===== src/csm_params.svh =====
`ifndef CSM_PARAMS_SVH
`define CSM_PARAMS_SVH
// ----------------------------------------
// register byte addresses
// ----------------------------------------
`define CSM_ADDR_MAIN_CLOCK_CTRL   8'h3a
`define CSM_ADDR_RC_TRIM_UPPER     8'h3b
`define CSM_ADDR_SUPPLY_INTEGRITY  8'h3c
`define CSM_ADDR_THRESH_PRESCALE   8'h3d
`define CSM_ADDR_OSC_SWITCH        8'h51
// ----------------------------------------
// reset values
// ----------------------------------------
`define CSM_RST_MAIN_CLOCK_CTRL    8'h00
`define CSM_RST_RC_TRIM_UPPER      8'hff
`define CSM_RST_TRIM_LOWER         2'h3
`define CSM_RST_THRESH_PRESCALE    8'h00
`define CSM_RST_OSC_SOURCE         1'h1
// ----------------------------------------
// field positions
// ----------------------------------------
`define CSM_BIT_SLOW_SEL           0
`define CSM_BIT_CLKOUT_EN          1
`define CSM_BIT_IRQ_EN             0
`define CSM_BIT_WARN_FLAG          1
`define CSM_BIT_UV_FLAG            2
`define CSM_BIT_WDG_FLAG           4
`define CSM_MSB_TRIM_LOWER         6
`define CSM_LSB_TRIM_LOWER         5
`define CSM_MSB_PRESCALE           7
`define CSM_LSB_PRESCALE           5
`define CSM_MSB_THRESH             1
`define CSM_LSB_THRESH             0
`define CSM_BIT_OSC_SOURCE         0
`define CSM_BIT_RC_READY           2
`define CSM_BIT_WAKEUP_READY       3
// ----------------------------------------
// timing
// ----------------------------------------
`define CSM_SLOW_DIV               32
`endif


===== src/csm_pkg.sv =====
package csm_pkg;
  // register bus request
  typedef struct packed {
    logic [7:0] addr;
    logic [7:0] wdata;
    logic       wr;
    logic       rd;
  } csm_bus_req_t;

  // reset causes arriving from the reset sequencer, one-cycle pulses
  typedef struct packed {
    logic wdg_reset;
    logic uv_reset;
  } csm_reset_cause_t;

  // clock selection outputs
  typedef struct packed {
    logic [9:0] rc_trim;
    logic [2:0] rc_prescale_sel;
    logic [3:0] rc_div_ratio_log2;
    logic       osc_source_sel;
    logic       slow_clock_select;
    logic       clock_output_en;
    logic [1:0] warning_threshold_sel;
    logic       supply_warning_detector_en;
  } csm_clk_ctrl_t;

  // low-power state of the core
  typedef enum logic [1:0] {
    CSM_RUN,
    CSM_WAIT,
    CSM_HALT
  } csm_power_t;
endpackage


===== src/csm_clock_supply_regs.sv =====
`timescale 1ns/10ps
`include "csm_params.svh"
// Functional notes
// - warning flag at integrity bit 1 mirrors comparator live, read only
// - enabled interrupt raised on both rising and falling threshold crossings
// - interrupt enable bit 0 read/write; pending cleared on service entry
// - interrupt reaches cpu only with enable set and global mask clear
// - wait state leaves logic running; warning interrupt wakes from wait
// - halt freezes integrity register except reset-cause flags bits 4 and 2; warning interrupt cannot wake halt
// - threshold bits 1:0 select low, medium, high; 11 turns detector off
// - clock output enable bit 1, reset clear, drives cpu clock to pin
// - slow select bit 0, reset clear, cpu clock is oscillator divided 32
// - ten-bit trim: upper eight reset ones, lower two at integrity 6:5
// - watchdog flag bit 4 set by watchdog reset, cleared by zero or undervoltage
// - undervoltage flag bit 2 set by undervoltage reset, cleared by read
// - undervoltage flag survives later pin or watchdog resets
// - prescaler bits 7:5 divide rc by 2,4,8,16; other codes undivided
// - wake-up oscillator ready flag bit 3 follows oscillator settled status
// - rc oscillator ready flag bit 2 follows oscillator settled status
// - source select bit 0: 0 rc, 1 wake-up oscillator, reset to 1

module csm_clock_supply_regs #(
  parameter int SLOW_DIV = `CSM_SLOW_DIV
) (
  input  wire logic                      clock,
  input  wire logic                      rst,
  input  wire csm_pkg::csm_bus_req_t     bus_req,
  output logic [7:0]                     rdata,
  input  wire csm_pkg::csm_reset_cause_t reset_cause,
  input  wire logic                      supply_below_warning,
  input  wire logic                      wakeup_osc_settled,
  input  wire logic                      rc_osc_settled,
  input  wire csm_pkg::csm_power_t       power_state,
  input  wire logic                      cpu_irq_mask,
  input  wire logic                      irq_service_ack,
  output logic                           irq_req,
  output logic                           wake_req,
  output csm_pkg::csm_clk_ctrl_t         clk_ctrl,
  output logic                           cpu_clock_enable
);
  import csm_pkg::*;

  // ----------------------------------------
  // register state
  // ----------------------------------------
  logic [1:0] main_clock_ctrl;
  logic [7:0] rc_trim_upper;
  logic [1:0] rc_trim_lower_bits;
  logic       watchdog_reset_flag;
  logic       undervoltage_reset_flag;
  logic       supply_warning_flag;
  logic       supply_warning_irq_en;
  logic [2:0] rc_prescale_sel;
  logic [1:0] warning_threshold_sel;
  logic       osc_source_sel;
  logic       wakeup_osc_ready;
  logic       rc_osc_ready;
  logic       warn_prev;
  logic       irq_pending;
  logic [4:0] slow_count;

  // ----------------------------------------
  // address decode
  // ----------------------------------------
  wire logic halted     = (power_state == CSM_HALT);
  wire logic sel_main   = (bus_req.addr == `CSM_ADDR_MAIN_CLOCK_CTRL);
  wire logic sel_trim   = (bus_req.addr == `CSM_ADDR_RC_TRIM_UPPER);
  wire logic sel_si     = (bus_req.addr == `CSM_ADDR_SUPPLY_INTEGRITY);
  wire logic sel_thr    = (bus_req.addr == `CSM_ADDR_THRESH_PRESCALE);
  wire logic sel_osc    = (bus_req.addr == `CSM_ADDR_OSC_SWITCH);
  wire logic wr_main    = bus_req.wr && sel_main;
  wire logic wr_trim    = bus_req.wr && sel_trim;
  wire logic wr_si      = bus_req.wr && sel_si && !halted;
  wire logic wr_thr     = bus_req.wr && sel_thr;
  wire logic wr_osc     = bus_req.wr && sel_osc;
  wire logic rd_si      = bus_req.rd && sel_si && !halted;

  // ----------------------------------------
  // read data assembly
  // ----------------------------------------
  wire logic [7:0] si_view = {1'b0, rc_trim_lower_bits, watchdog_reset_flag, 1'b0,
                              undervoltage_reset_flag, supply_warning_flag,
                              supply_warning_irq_en};
  wire logic [7:0] osc_view = {4'h0, wakeup_osc_ready, rc_osc_ready, 1'b0,
                               osc_source_sel};
  wire logic [7:0] next_rdata =
    !bus_req.rd ? 8'h00 :
    sel_main    ? {6'h00, main_clock_ctrl} :
    sel_trim    ? rc_trim_upper :
    sel_si      ? si_view :
    sel_thr     ? {rc_prescale_sel, 3'h0, warning_threshold_sel} :
    sel_osc     ? osc_view : 8'h00;

  // read data stands in the cycle after the strobe only
  always_ff @(posedge clock or posedge rst) begin
    if (rst) begin
      rdata <= 8'h00;
    end else begin
      rdata <= next_rdata;
    end
  end

  // ----------------------------------------
  // clock control registers
  // ----------------------------------------
  // main clock, trim upper, threshold and oscillator select
  always_ff @(posedge clock or posedge rst) begin
    if (rst) begin
      main_clock_ctrl       <= 2'(`CSM_RST_MAIN_CLOCK_CTRL);
      rc_trim_upper         <= `CSM_RST_RC_TRIM_UPPER;
      rc_prescale_sel       <= 3'h0;
      warning_threshold_sel <= 2'h0;
      osc_source_sel        <= `CSM_RST_OSC_SOURCE;
    end else begin
      if (wr_main)
        main_clock_ctrl <= bus_req.wdata[`CSM_BIT_CLKOUT_EN:`CSM_BIT_SLOW_SEL];
      if (wr_trim)
        rc_trim_upper <= bus_req.wdata;
      if (wr_thr) begin
        rc_prescale_sel       <= bus_req.wdata[`CSM_MSB_PRESCALE:`CSM_LSB_PRESCALE];
        warning_threshold_sel <= bus_req.wdata[`CSM_MSB_THRESH:`CSM_LSB_THRESH];
      end
      if (wr_osc)
        osc_source_sel <= bus_req.wdata[`CSM_BIT_OSC_SOURCE];
    end
  end

  // ----------------------------------------
  // oscillator ready flags, hardware owned
  // ----------------------------------------
  always_ff @(posedge clock or posedge rst) begin
    if (rst) begin
      wakeup_osc_ready <= 1'b1;
      rc_osc_ready     <= 1'b0;
    end else begin
      wakeup_osc_ready <= wakeup_osc_settled;
      rc_osc_ready     <= rc_osc_settled;
    end
  end

  // ----------------------------------------
  // supply integrity register, frozen in halt
  // ----------------------------------------
  wire logic detector_on = (warning_threshold_sel != 2'h3);

  always_ff @(posedge clock or posedge rst) begin
    if (rst) begin
      rc_trim_lower_bits    <= `CSM_RST_TRIM_LOWER;
      supply_warning_irq_en <= 1'b0;
      supply_warning_flag   <= 1'b0;
    end else if (!halted) begin
      if (wr_si) begin
        rc_trim_lower_bits    <= bus_req.wdata[`CSM_MSB_TRIM_LOWER:`CSM_LSB_TRIM_LOWER];
        supply_warning_irq_en <= bus_req.wdata[`CSM_BIT_IRQ_EN];
      end
      supply_warning_flag <= detector_on && supply_below_warning;
    end
  end

  // reset cause flags: hardware set wins over software clear
  always_ff @(posedge clock or posedge rst) begin
    if (rst) begin
      watchdog_reset_flag     <= 1'b0;
      undervoltage_reset_flag <= 1'b0;
    end else begin
      if (reset_cause.uv_reset)
        watchdog_reset_flag <= 1'b0;
      else if (reset_cause.wdg_reset)
        watchdog_reset_flag <= 1'b1;
      else if (wr_si && !bus_req.wdata[`CSM_BIT_WDG_FLAG])
        watchdog_reset_flag <= 1'b0;
      if (reset_cause.uv_reset)
        undervoltage_reset_flag <= 1'b1;
      else if (rd_si)
        undervoltage_reset_flag <= 1'b0;
    end
  end

  // ----------------------------------------
  // warning interrupt
  // ----------------------------------------
  wire logic warn_edge = (supply_warning_flag != warn_prev);

  // latch crossings; a new crossing beats the service clear
  always_ff @(posedge clock or posedge rst) begin
    if (rst) begin
      warn_prev   <= 1'b0;
      irq_pending <= 1'b0;
    end else begin
      warn_prev <= supply_warning_flag;
      if (warn_edge && supply_warning_irq_en)
        irq_pending <= 1'b1;
      else if (irq_service_ack || !supply_warning_irq_en)
        irq_pending <= 1'b0;
    end
  end

  assign irq_req  = irq_pending && !cpu_irq_mask;
  assign wake_req = irq_pending && (power_state == CSM_WAIT);

  // ----------------------------------------
  // slow mode divider
  // ----------------------------------------
  always_ff @(posedge clock or posedge rst) begin
    if (rst) begin
      slow_count <= 5'h00;
    end else if (slow_count == 5'(SLOW_DIV - 1)) begin
      slow_count <= 5'h00;
    end else begin
      slow_count <= slow_count + 5'h01;
    end
  end

  // one enable per SLOW_DIV clocks in slow mode, every clock otherwise
  assign cpu_clock_enable = !main_clock_ctrl[`CSM_BIT_SLOW_SEL] ||
                            (slow_count == 5'h00);

  // ----------------------------------------
  // clock selection outputs
  // ----------------------------------------
  function automatic logic [3:0] prescale_log2(input logic [2:0] code);
    case (code)
      3'h1:    prescale_log2 = 4'h1;
      3'h2:    prescale_log2 = 4'h2;
      3'h3:    prescale_log2 = 4'h3;
      3'h4:    prescale_log2 = 4'h4;
      default: prescale_log2 = 4'h0;
    endcase
  endfunction

  always_comb begin
    clk_ctrl.rc_trim                    = {rc_trim_upper, rc_trim_lower_bits};
    clk_ctrl.rc_prescale_sel            = rc_prescale_sel;
    clk_ctrl.rc_div_ratio_log2          = prescale_log2(rc_prescale_sel);
    clk_ctrl.osc_source_sel             = osc_source_sel;
    clk_ctrl.slow_clock_select          = main_clock_ctrl[`CSM_BIT_SLOW_SEL];
    clk_ctrl.clock_output_en            = main_clock_ctrl[`CSM_BIT_CLKOUT_EN];
    clk_ctrl.warning_threshold_sel      = warning_threshold_sel;
    clk_ctrl.supply_warning_detector_en = detector_on;
  end
endmodule // csm_clock_supply_regs


===== config.mk =====
export PLATFORM = sky130hd
export DESIGN_NAME = csm_clock_supply_regs
export DESIGN_NICKNAME = d
export VERILOG_FILES = /design/src/csm_pkg.sv /design/src/csm_clock_supply_regs.sv
export VERILOG_INCLUDE_DIRS = /design/src
export SDC_FILE = /design/constraint.sdc
export NUM_CORES = 1
export LEC_CHECK = 0
export BUFFER_PORTS_ARGS = -buffer_cell sky130_fd_sc_hd__buf_2
export CAP_MARGIN = 10
export CORE_MARGIN = 10
export CORE_UTILIZATION = 50
export CTS_CLUSTER_DIAMETER = 80
export DETAILED_ROUTE_END_ITERATION = 8
export PLACE_DENSITY = 0.82
export SLEW_MARGIN = 20
export SYNTH_ARGS = -nofsm -noshare
export SYNTH_HDL_FRONTEND = slang
export SYNTH_SLANG_ARGS = --single-unit

===== constraint.sdc =====
create_clock -name clock -period 3.5 [get_ports clock]
set_clock_uncertainty 0.15 [all_clocks]
set_input_delay 0 -clock clock [delete_from_list [all_inputs] [get_ports clock]]
set_output_delay 0 -clock clock [all_outputs]
set_load 0.01 [all_outputs]

==> metrics.yaml, run 1 <==
root_buffer: "sky130_fd_sc_hd__clkbuf_8"
detail-route-antenna-nets: 0
layout-drive-gt1-share_pct: 36.40
setup.reg_to_reg.worst_slack_ns: 2.01
clockBufferDepth: 2
rr_endpoint: "supply_warning_flag"
critPathSlowestCell: "sky130_fd_sc_hd__dlygate4sd3_1"
synth_top_family_by_area: "simple AND/OR/NAND/NOR gates"
post-dp-hpwl_mm: 3.319
achievable_freq_ghz: 0.5538
die_y_um: 80.57
grt_setup_unrepaired: "no"
utilization_pct: 69.94
crit_arrival_ns: 1.82
grt-ovfl-total: 0
area_fraction_in_compound_gates_after_synthesis_pct: 10.57
synth_largest_area_cell: "sky130_fd_sc_hd__dfrtp_1"
postSynthNetCount: 182
finish.instance_area_um2: 2407
holdPathEnd: "rdata[3]"
max-slew-margin-rel_pct: 51.91
antenna_found_initial: 0
place_congestion: 0.7870
cp_top_family: "simple AND/OR/NAND/NOR gates"
worst_pin_slew_ns: 0.7199
vias_in_the_first_global_route: 1477
maxCapViolations: 0
outcome: "finished clean"
antenna_cells_inserted: 0
p_per_cell_area_nw_per_um2: 361.0
globalRouteTotalUtil_pct: 13.82
post_synth_instance_area_um2: 1834
ys.flop_type: "sky130_fd_sc_hd__dfrtp_1"
ys_top_cells_by_count: "27 x sky130_fd_sc_hd__dfrtp_1, 18 x sky130_fd_sc_hd__mux2_1, 12 x sky130_fd_sc_hd__dfstp_2, 7 x sky130_fd_sc_hd__nor2_1"
required_time_at_the_endpoint_of_the_critical_path_ns: 3.52
distinct_cell_type_count_after_synthesis: 43
critical_path.startpoint_type: "input pin"
core_region_area_um2: 3442
clk_pin_slew_worst_paths_ns: 0.07
tritoncts: "built"
postCtsSetupBuffers: 0
drt-total-wl_mm: 4.445
p_leak_nw: 1.218
synth-async-reset-ratio_pct: 100.0
worst_hold_startpoint: "bus_req[16]"
detailedRoute.firstPassIterationCount: 4
ys_seq_area_share_pct: 54.02
synthesis.instances: 150
num_io_pins: 63
number_of_rows_in_the_core_area: 21
detailedRoute.firstIterationViolations: 55
critPathCaptureType: "flip-flop"
num-nets-final: 259
synth.most_common_cell: "sky130_fd_sc_hd__dfrtp_1"
cp_slowest_stage_delay_ns: 0.57
area.growth.synth_to_final_pct: 31.24
synthXorXnorAreaFrac_pct: 1.432
totalNegativeSetupSlack_ns: 0
number_of_flops_mapped_to_enable_cells_by_yosys: 0
hold_viol: 0
grt_max_degree: 40
proportion_of_netlist_area_held_by_the_largest_area_contributor_pct: 36.83
postSynthRegisterBits: 39
syn-mean-instance-area_um2: 12.23
crit_buf_inv: 2
grt_pass1_wl_mm: 7.217
fin_ws_ns: 1.694
floorplan.initialDensity_pct: 53.29
yosysWarningCount: 0
cts_max_level: 2
numPortBuffers: 61
detail_route.vias_per_cell: 5.212
worstPathCellList: "buf_2 > nor3b_1 > and4b_1 > a211oi_1 > dlygate4sd3_1"
die_width_um: 80.57
die_area_um2: 6492
crit_path_max_fanout: 20
detail_route.drc_violations: 0
period_share_pct: 51.59
synthAdderAreaFrac_pct: 2.046
ys_top_cells_by_area: "sky130_fd_sc_hd__dfrtp_1 37%, sky130_fd_sc_hd__dfstp_2 17%, sky130_fd_sc_hd__mux2_1 11%"
timing.setup.critical_path_class: "in -> reg"
routedWlPerCell_um: 16.22
count_of_final_setup_violators: 0
layout_min_cycle_time_ns: 1.806
reg2regPathDepth: 4
reg2reg_from: "warning_threshold_sel[0]"
synth.mux.area_fraction_pct: 12.41
clock_sink_count: 39
whs_path_depth: 4
clkLatencyLatePin_ns: 0.28
num-fill-cells: 271
yosys.area_share.simple_pct: 15.14
dr_total_vias: 1428
hold-worst-slack_ns: 0.02041
preCtsSetupSlack_ns: 1.585
post_cts.resized_instances: 0
vdd_ir_drop_max_uv: 280.2
holdCritPathClass: "in -> reg"
slew_violations: 0
number_of_clock_buffers_inserted_by_tritoncts: 5
detailed_place.area_um2: 2147
## repair_timing
item	CTS	global route
hold endpoints to repair	55	0
hold buffers	18	0
endpoints found under the setup margin	0	0
## through the flow
step / instances / power [W]
after CTS: 274 / 0.0008769
after global routing: 274 / 0.0009126
after detailed placement: 248 / 0.0005820
after global placement: 248 / 0.0005795
after floorplan: 150 / 0.0005401
final: 274 / 0.0008691
## cell usage in the layout, fill, tap and decap left out, drive strengths merged, types with 3 or more instances in the layout
master       netlist  final
nor3b              3      3
nor2b              6      6
nand2b             5      5
nor3               4      4
ha                 3      3
a21o               3      3
dlygate4sd3        0     18
a21oi              3      3
mux2              19     19
dfrtp             27     27
nand2              5      5
nor2               8      8
a22oi              6      6
buf                5     62
inv                5      5
clkbuf             5      8
a32oi              3      3
o41ai              3      3
dfstp             12     12
## registers in the layout, indices dropped and copies added (netlist names), 2 cells and up
register and count:
rc_trim_upper 8, rdata 8, slow_count 5, rc_prescale_sel 3
main_clock_ctrl 2, rc_trim_lower_bits 2, warning_threshold_sel 2
## where the power goes
group	total (W)	internal, W	switching, W	leakage [nW]
Combinational	0.000107	0.0000541	0.0000528	0.701
Clock	0.000279	0.000141	0.000138	0.0395
Sequential	0.000483	0.000471	0.0000125	0.478
## cells by family (layout without fill, tap and decap cells)
family | count (synthesis) | after routing
mux | 20 | 20
compound gates | 26 | 26
flops | 39 | 39
fa+ha+maj | 3 | 3
other cells | 1 | 1
simple gates | 43 | 43
buf+inv | 15 | 93
xor+xnor | 3 | 3
## worst reg2reg max path, delay by kind of cell (launching register included)
family          cells  cell delay [ns]
buf+inv             1             0.56
flops               1             0.42
simple gates        2             0.16
compound gates      1             0.12
## cell type report
type | instances | area, um2 | share of cell area, %
tap | 46 | 57.56 | 2.391
inverter | 5 | 18.77 | 0.7796
sequential | 39 | 991.0 | 41.16
multi-input combinational | 96 | 767.0 | 31.86
clock buffer | 8 | 80.08 | 3.326
timing repair buffer | 80 | 493.0 | 20.48
## worst max path at each step
stage,cells past startpoint,end,from
after floorplan,5,osc_source_sel,bus_req[11]
after global placement,4,rc_trim_upper[2],bus_req[11]
after detailed placement,4,rc_trim_upper[0],bus_req[11]
after CTS,5,watchdog_reset_flag,bus_req[10]
after global routing,5,watchdog_reset_flag,bus_req[10]
final,5,watchdog_reset_flag,bus_req[10]
## layer usage
layer / track usage (%) / part of all wire [%] / routed length, um / vias up
met3: 5.011 / 7.7 / 342 / 7
li1: - / - / - / 694
met4: 4.754 / 1.2 / 54 / 0
met5: 0 / 0 / 0 / -
met2: 23.01 / 51 / 2267 / 42
met1: 15.93 / 40 / 1781 / 685
(Power assumes the default switching activity.)
==> run 2: changes to the inputs <==
Settings changed: CORE_UTILIZATION 50 to 49, PLACE_DENSITY 0.82 to 0.8.
Clock period 3.5 ns to 1.84 ns, I/O delays scaled along.
==> metrics.yaml, run 2 (same netlist as run 1, synthesis figures left out) <==
detail-route-antenna-nets: 0  # unchanged
clkLatencyLatePin_ns: 0.29  # about the same
place_congestion: 0.8314  # +5.6%
hold-worst-slack_ns: 0.02178  # +0.001372 ns
grt_pass1_wl_mm: 7.976  # +11%
mostFrequentLayoutCell: "sky130_fd_sc_hd__buf_2"
core_region_area_um2: 3633  # +5.6%
vdd_ir_drop_max_uv: 480.1  # +71%
die_width_um: 81.19  # +0.76%
power.share.sequential_pct: 52.1  # -3.5 points
combinationalPowerShare_pct: 12.3  # about the same
grt_max_degree: 40  # unchanged
period_share_pct: 91.09
post_cts.resized_instances: 0  # unchanged
net-switching-power_w: 0.0004150  # +100%
vias_in_the_first_global_route: 1649  # +12%
reg2reg_from: "warning_threshold_sel[0]"
cts_max_level: 2  # unchanged
numPortBuffers: 61  # unchanged
detailedRoute.firstIterationViolations: 99  # +80%
num_io_pins: 63  # unchanged
layout-drive-gt1-share_pct: 38.46  # +2.1 points
antenna_cells_inserted: 0  # unchanged
p_per_cell_area_nw_per_um2: 711.1  # +97%
cp_slowest_stage_delay_ns: 0.58  # about the same
tritoncts: "built"
setup.reg_to_reg.worst_slack_ns: 0.34  # -1.67 ns
achievable_freq_ghz: 0.5967
worst_hold_startpoint: "bus_req[16]"
layout_min_cycle_time_ns: 1.676
area.growth.synth_to_final_pct: 35.06
totalNegativeSetupSlack_ns: 0  # unchanged
clockBufferDepth: 2  # unchanged
hold_viol: 0  # unchanged
worstPathCellList: "dlygate4sd3_1 > buf_2 > and4b_1 > a211oi_1 > dlygate4sd3_1"
detail_route.vias_per_cell: 5.280  # +1.3%
detail_route.drc_violations: 0  # unchanged
crit_path_max_fanout: 5  # -75%
post-dp-hpwl_mm: 3.418  # +3.0%
dr_total_vias: 1489  # +4.3%
outcome: "finished clean"
crit_path_start: "bus_req[1]"
slew_violations: 0  # unchanged
fin_total_pwr_w: 0.001762  # +100%
floorplan.initialDensity_pct: 50.48  # -2.8 points
number_of_rows_in_the_core_area: 22  # +4.8%
drt-total-wl_mm: 4.801  # +8.0%
portion_of_total_power_attributed_to_the_clock_network_pct: 35.6  # +3.5 points
critical_path.startpoint_type: "input pin"
top_regs: "rc_trim_upper x8, rdata x8, slow_count x5"
routedWlPerCell_um: 17.02  # +4.9%
holdCritPathClass: "in -> reg"
crit_arrival_ns: 1.76  # -0.06 ns
cp_top_family: "buffers and inverters"
root_buffer: "sky130_fd_sc_hd__clkbuf_8"
grt_setup_unrepaired: "no"
p_leak_nw: 1.260  # +3.4%
maxCapViolations: 0  # unchanged
crit_buf_inv: 3  # +1
grt-ovfl-total: 0  # unchanged
number_of_clock_buffers_inserted_by_tritoncts: 5  # unchanged
count_of_final_setup_violators: 0  # unchanged
timing.setup.critical_path_class: "in -> reg"
antenna_found_initial: 0  # unchanged
required_time_at_the_endpoint_of_the_critical_path_ns: 1.92  # -1.60 ns
clk_pin_slew_worst_paths_ns: 0.07  # about the same
p_int_w: 0.001347  # +100%
globalRouteTotalUtil_pct: 15.94  # +2.1 points
die_y_um: 81.19  # +0.76%
critPathSlowestCell: "sky130_fd_sc_hd__dlygate4sd3_1"
final_cell_mix: "61 x sky130_fd_sc_hd__buf_2, 27 x sky130_fd_sc_hd__dfrtp_1, 19 x sky130_fd_sc_hd__dlygate4sd3_1, 18 x sky130_fd_sc_hd__mux2_1, 12 x sky130_fd_sc_hd__dfstp_2"
clock_sink_count: 39  # unchanged
detailedRoute.firstPassIterationCount: 4  # unchanged
die_area_um2: 6591  # +1.5%
num-nets-final: 265  # +2.3%
timing.critical_path.mode_cell: "sky130_fd_sc_hd__dlygate4sd3_1"
critPathCaptureType: "flip-flop"
switching_share_pct: 23.56  # +0.19 points
run 2: cell count changes in the layout (fill, tap and decap cells not counted), sizes merged:
cell | before | now
dlygate4sd3 | 18 | 19
buf | 62 | 67
run 2: metal layers:
layer | up-vias | share of wire (%) | global-route usage, %
met3 | 11 | 7.0 | 5.629
met5 | - | 0 | 0
li1 | 706 | - | -
met1 | 712 | 39 | 17.61
met2 | 60 | 52 | 26.67
met4 | 0 | 2.5 | 7.958
run 2: what timing repair did:
action / CTS / global route
buffers inserted: 0 / 0
hold buffers: 19 / 0
hold endpoints to repair: 57 / 0
run 2: cell type report:
type | instances | area, um2
tap | 48 | 60.06
sequential | 39 | 991.0
fill | 297 | 1156
clock buffer | 8 | 100.1
inverter | 5 | 18.77
multi-input combinational | 96 | 767.0
timing repair buffer | 86 | 540.5
run 2: worst paths after layout:
path	end	cells past startpoint
hold / removal	rdata[3]	4
setup reg to reg	supply_warning_flag	4
max in group asynchronous	rc_trim_upper[2]	4
hold reg to reg	warn_prev	0
setup / recovery	watchdog_reset_flag	5
min in group asynchronous	slow_count[3]	4
run 2: power groups by stage:
| stage | Clock [W] | Sequential (W) | Combinational [W] |
|---|---|---|---|
| global placement | 0 | 0.000932 | 0.000180 |
| global route | 0.000689 | 0.000923 | 0.000240 |
| detailed placement | 0 | 0.000932 | 0.000183 |
| floorplan | 0 | 0.000937 | 0.0000908 |
| finish | 0.000628 | 0.000918 | 0.000216 |
| CTS | 0.000646 | 0.000917 | 0.000217 |
run 2: metrics by stage:
step | utilization (%) | cells | setup WS, ns | cell area [um2]
floorplan | - | 150 | 0.2960 | 1834
global placement | 60.19 | 255 | 0.2183 | 2187
CTS | 68.18 | 282 | 0.1879 | 2477
finish | 68.18 | 282 | 0.1640 | 2477
global route | 68.18 | 282 | 0.08273 | 2477
detailed placement | 60.19 | 255 | 0.1490 | 2187
run 2: worst reg2reg max path: stages (launching register included):
cell and delay (ns):
sky130_fd_sc_hd__dfrtp_1 0.42, sky130_fd_sc_hd__nand2_1 0.09, sky130_fd_sc_hd__nand2_1 0.05, sky130_fd_sc_hd__o21ai_0 0.16
sky130_fd_sc_hd__dlygate4sd3_1 0.57
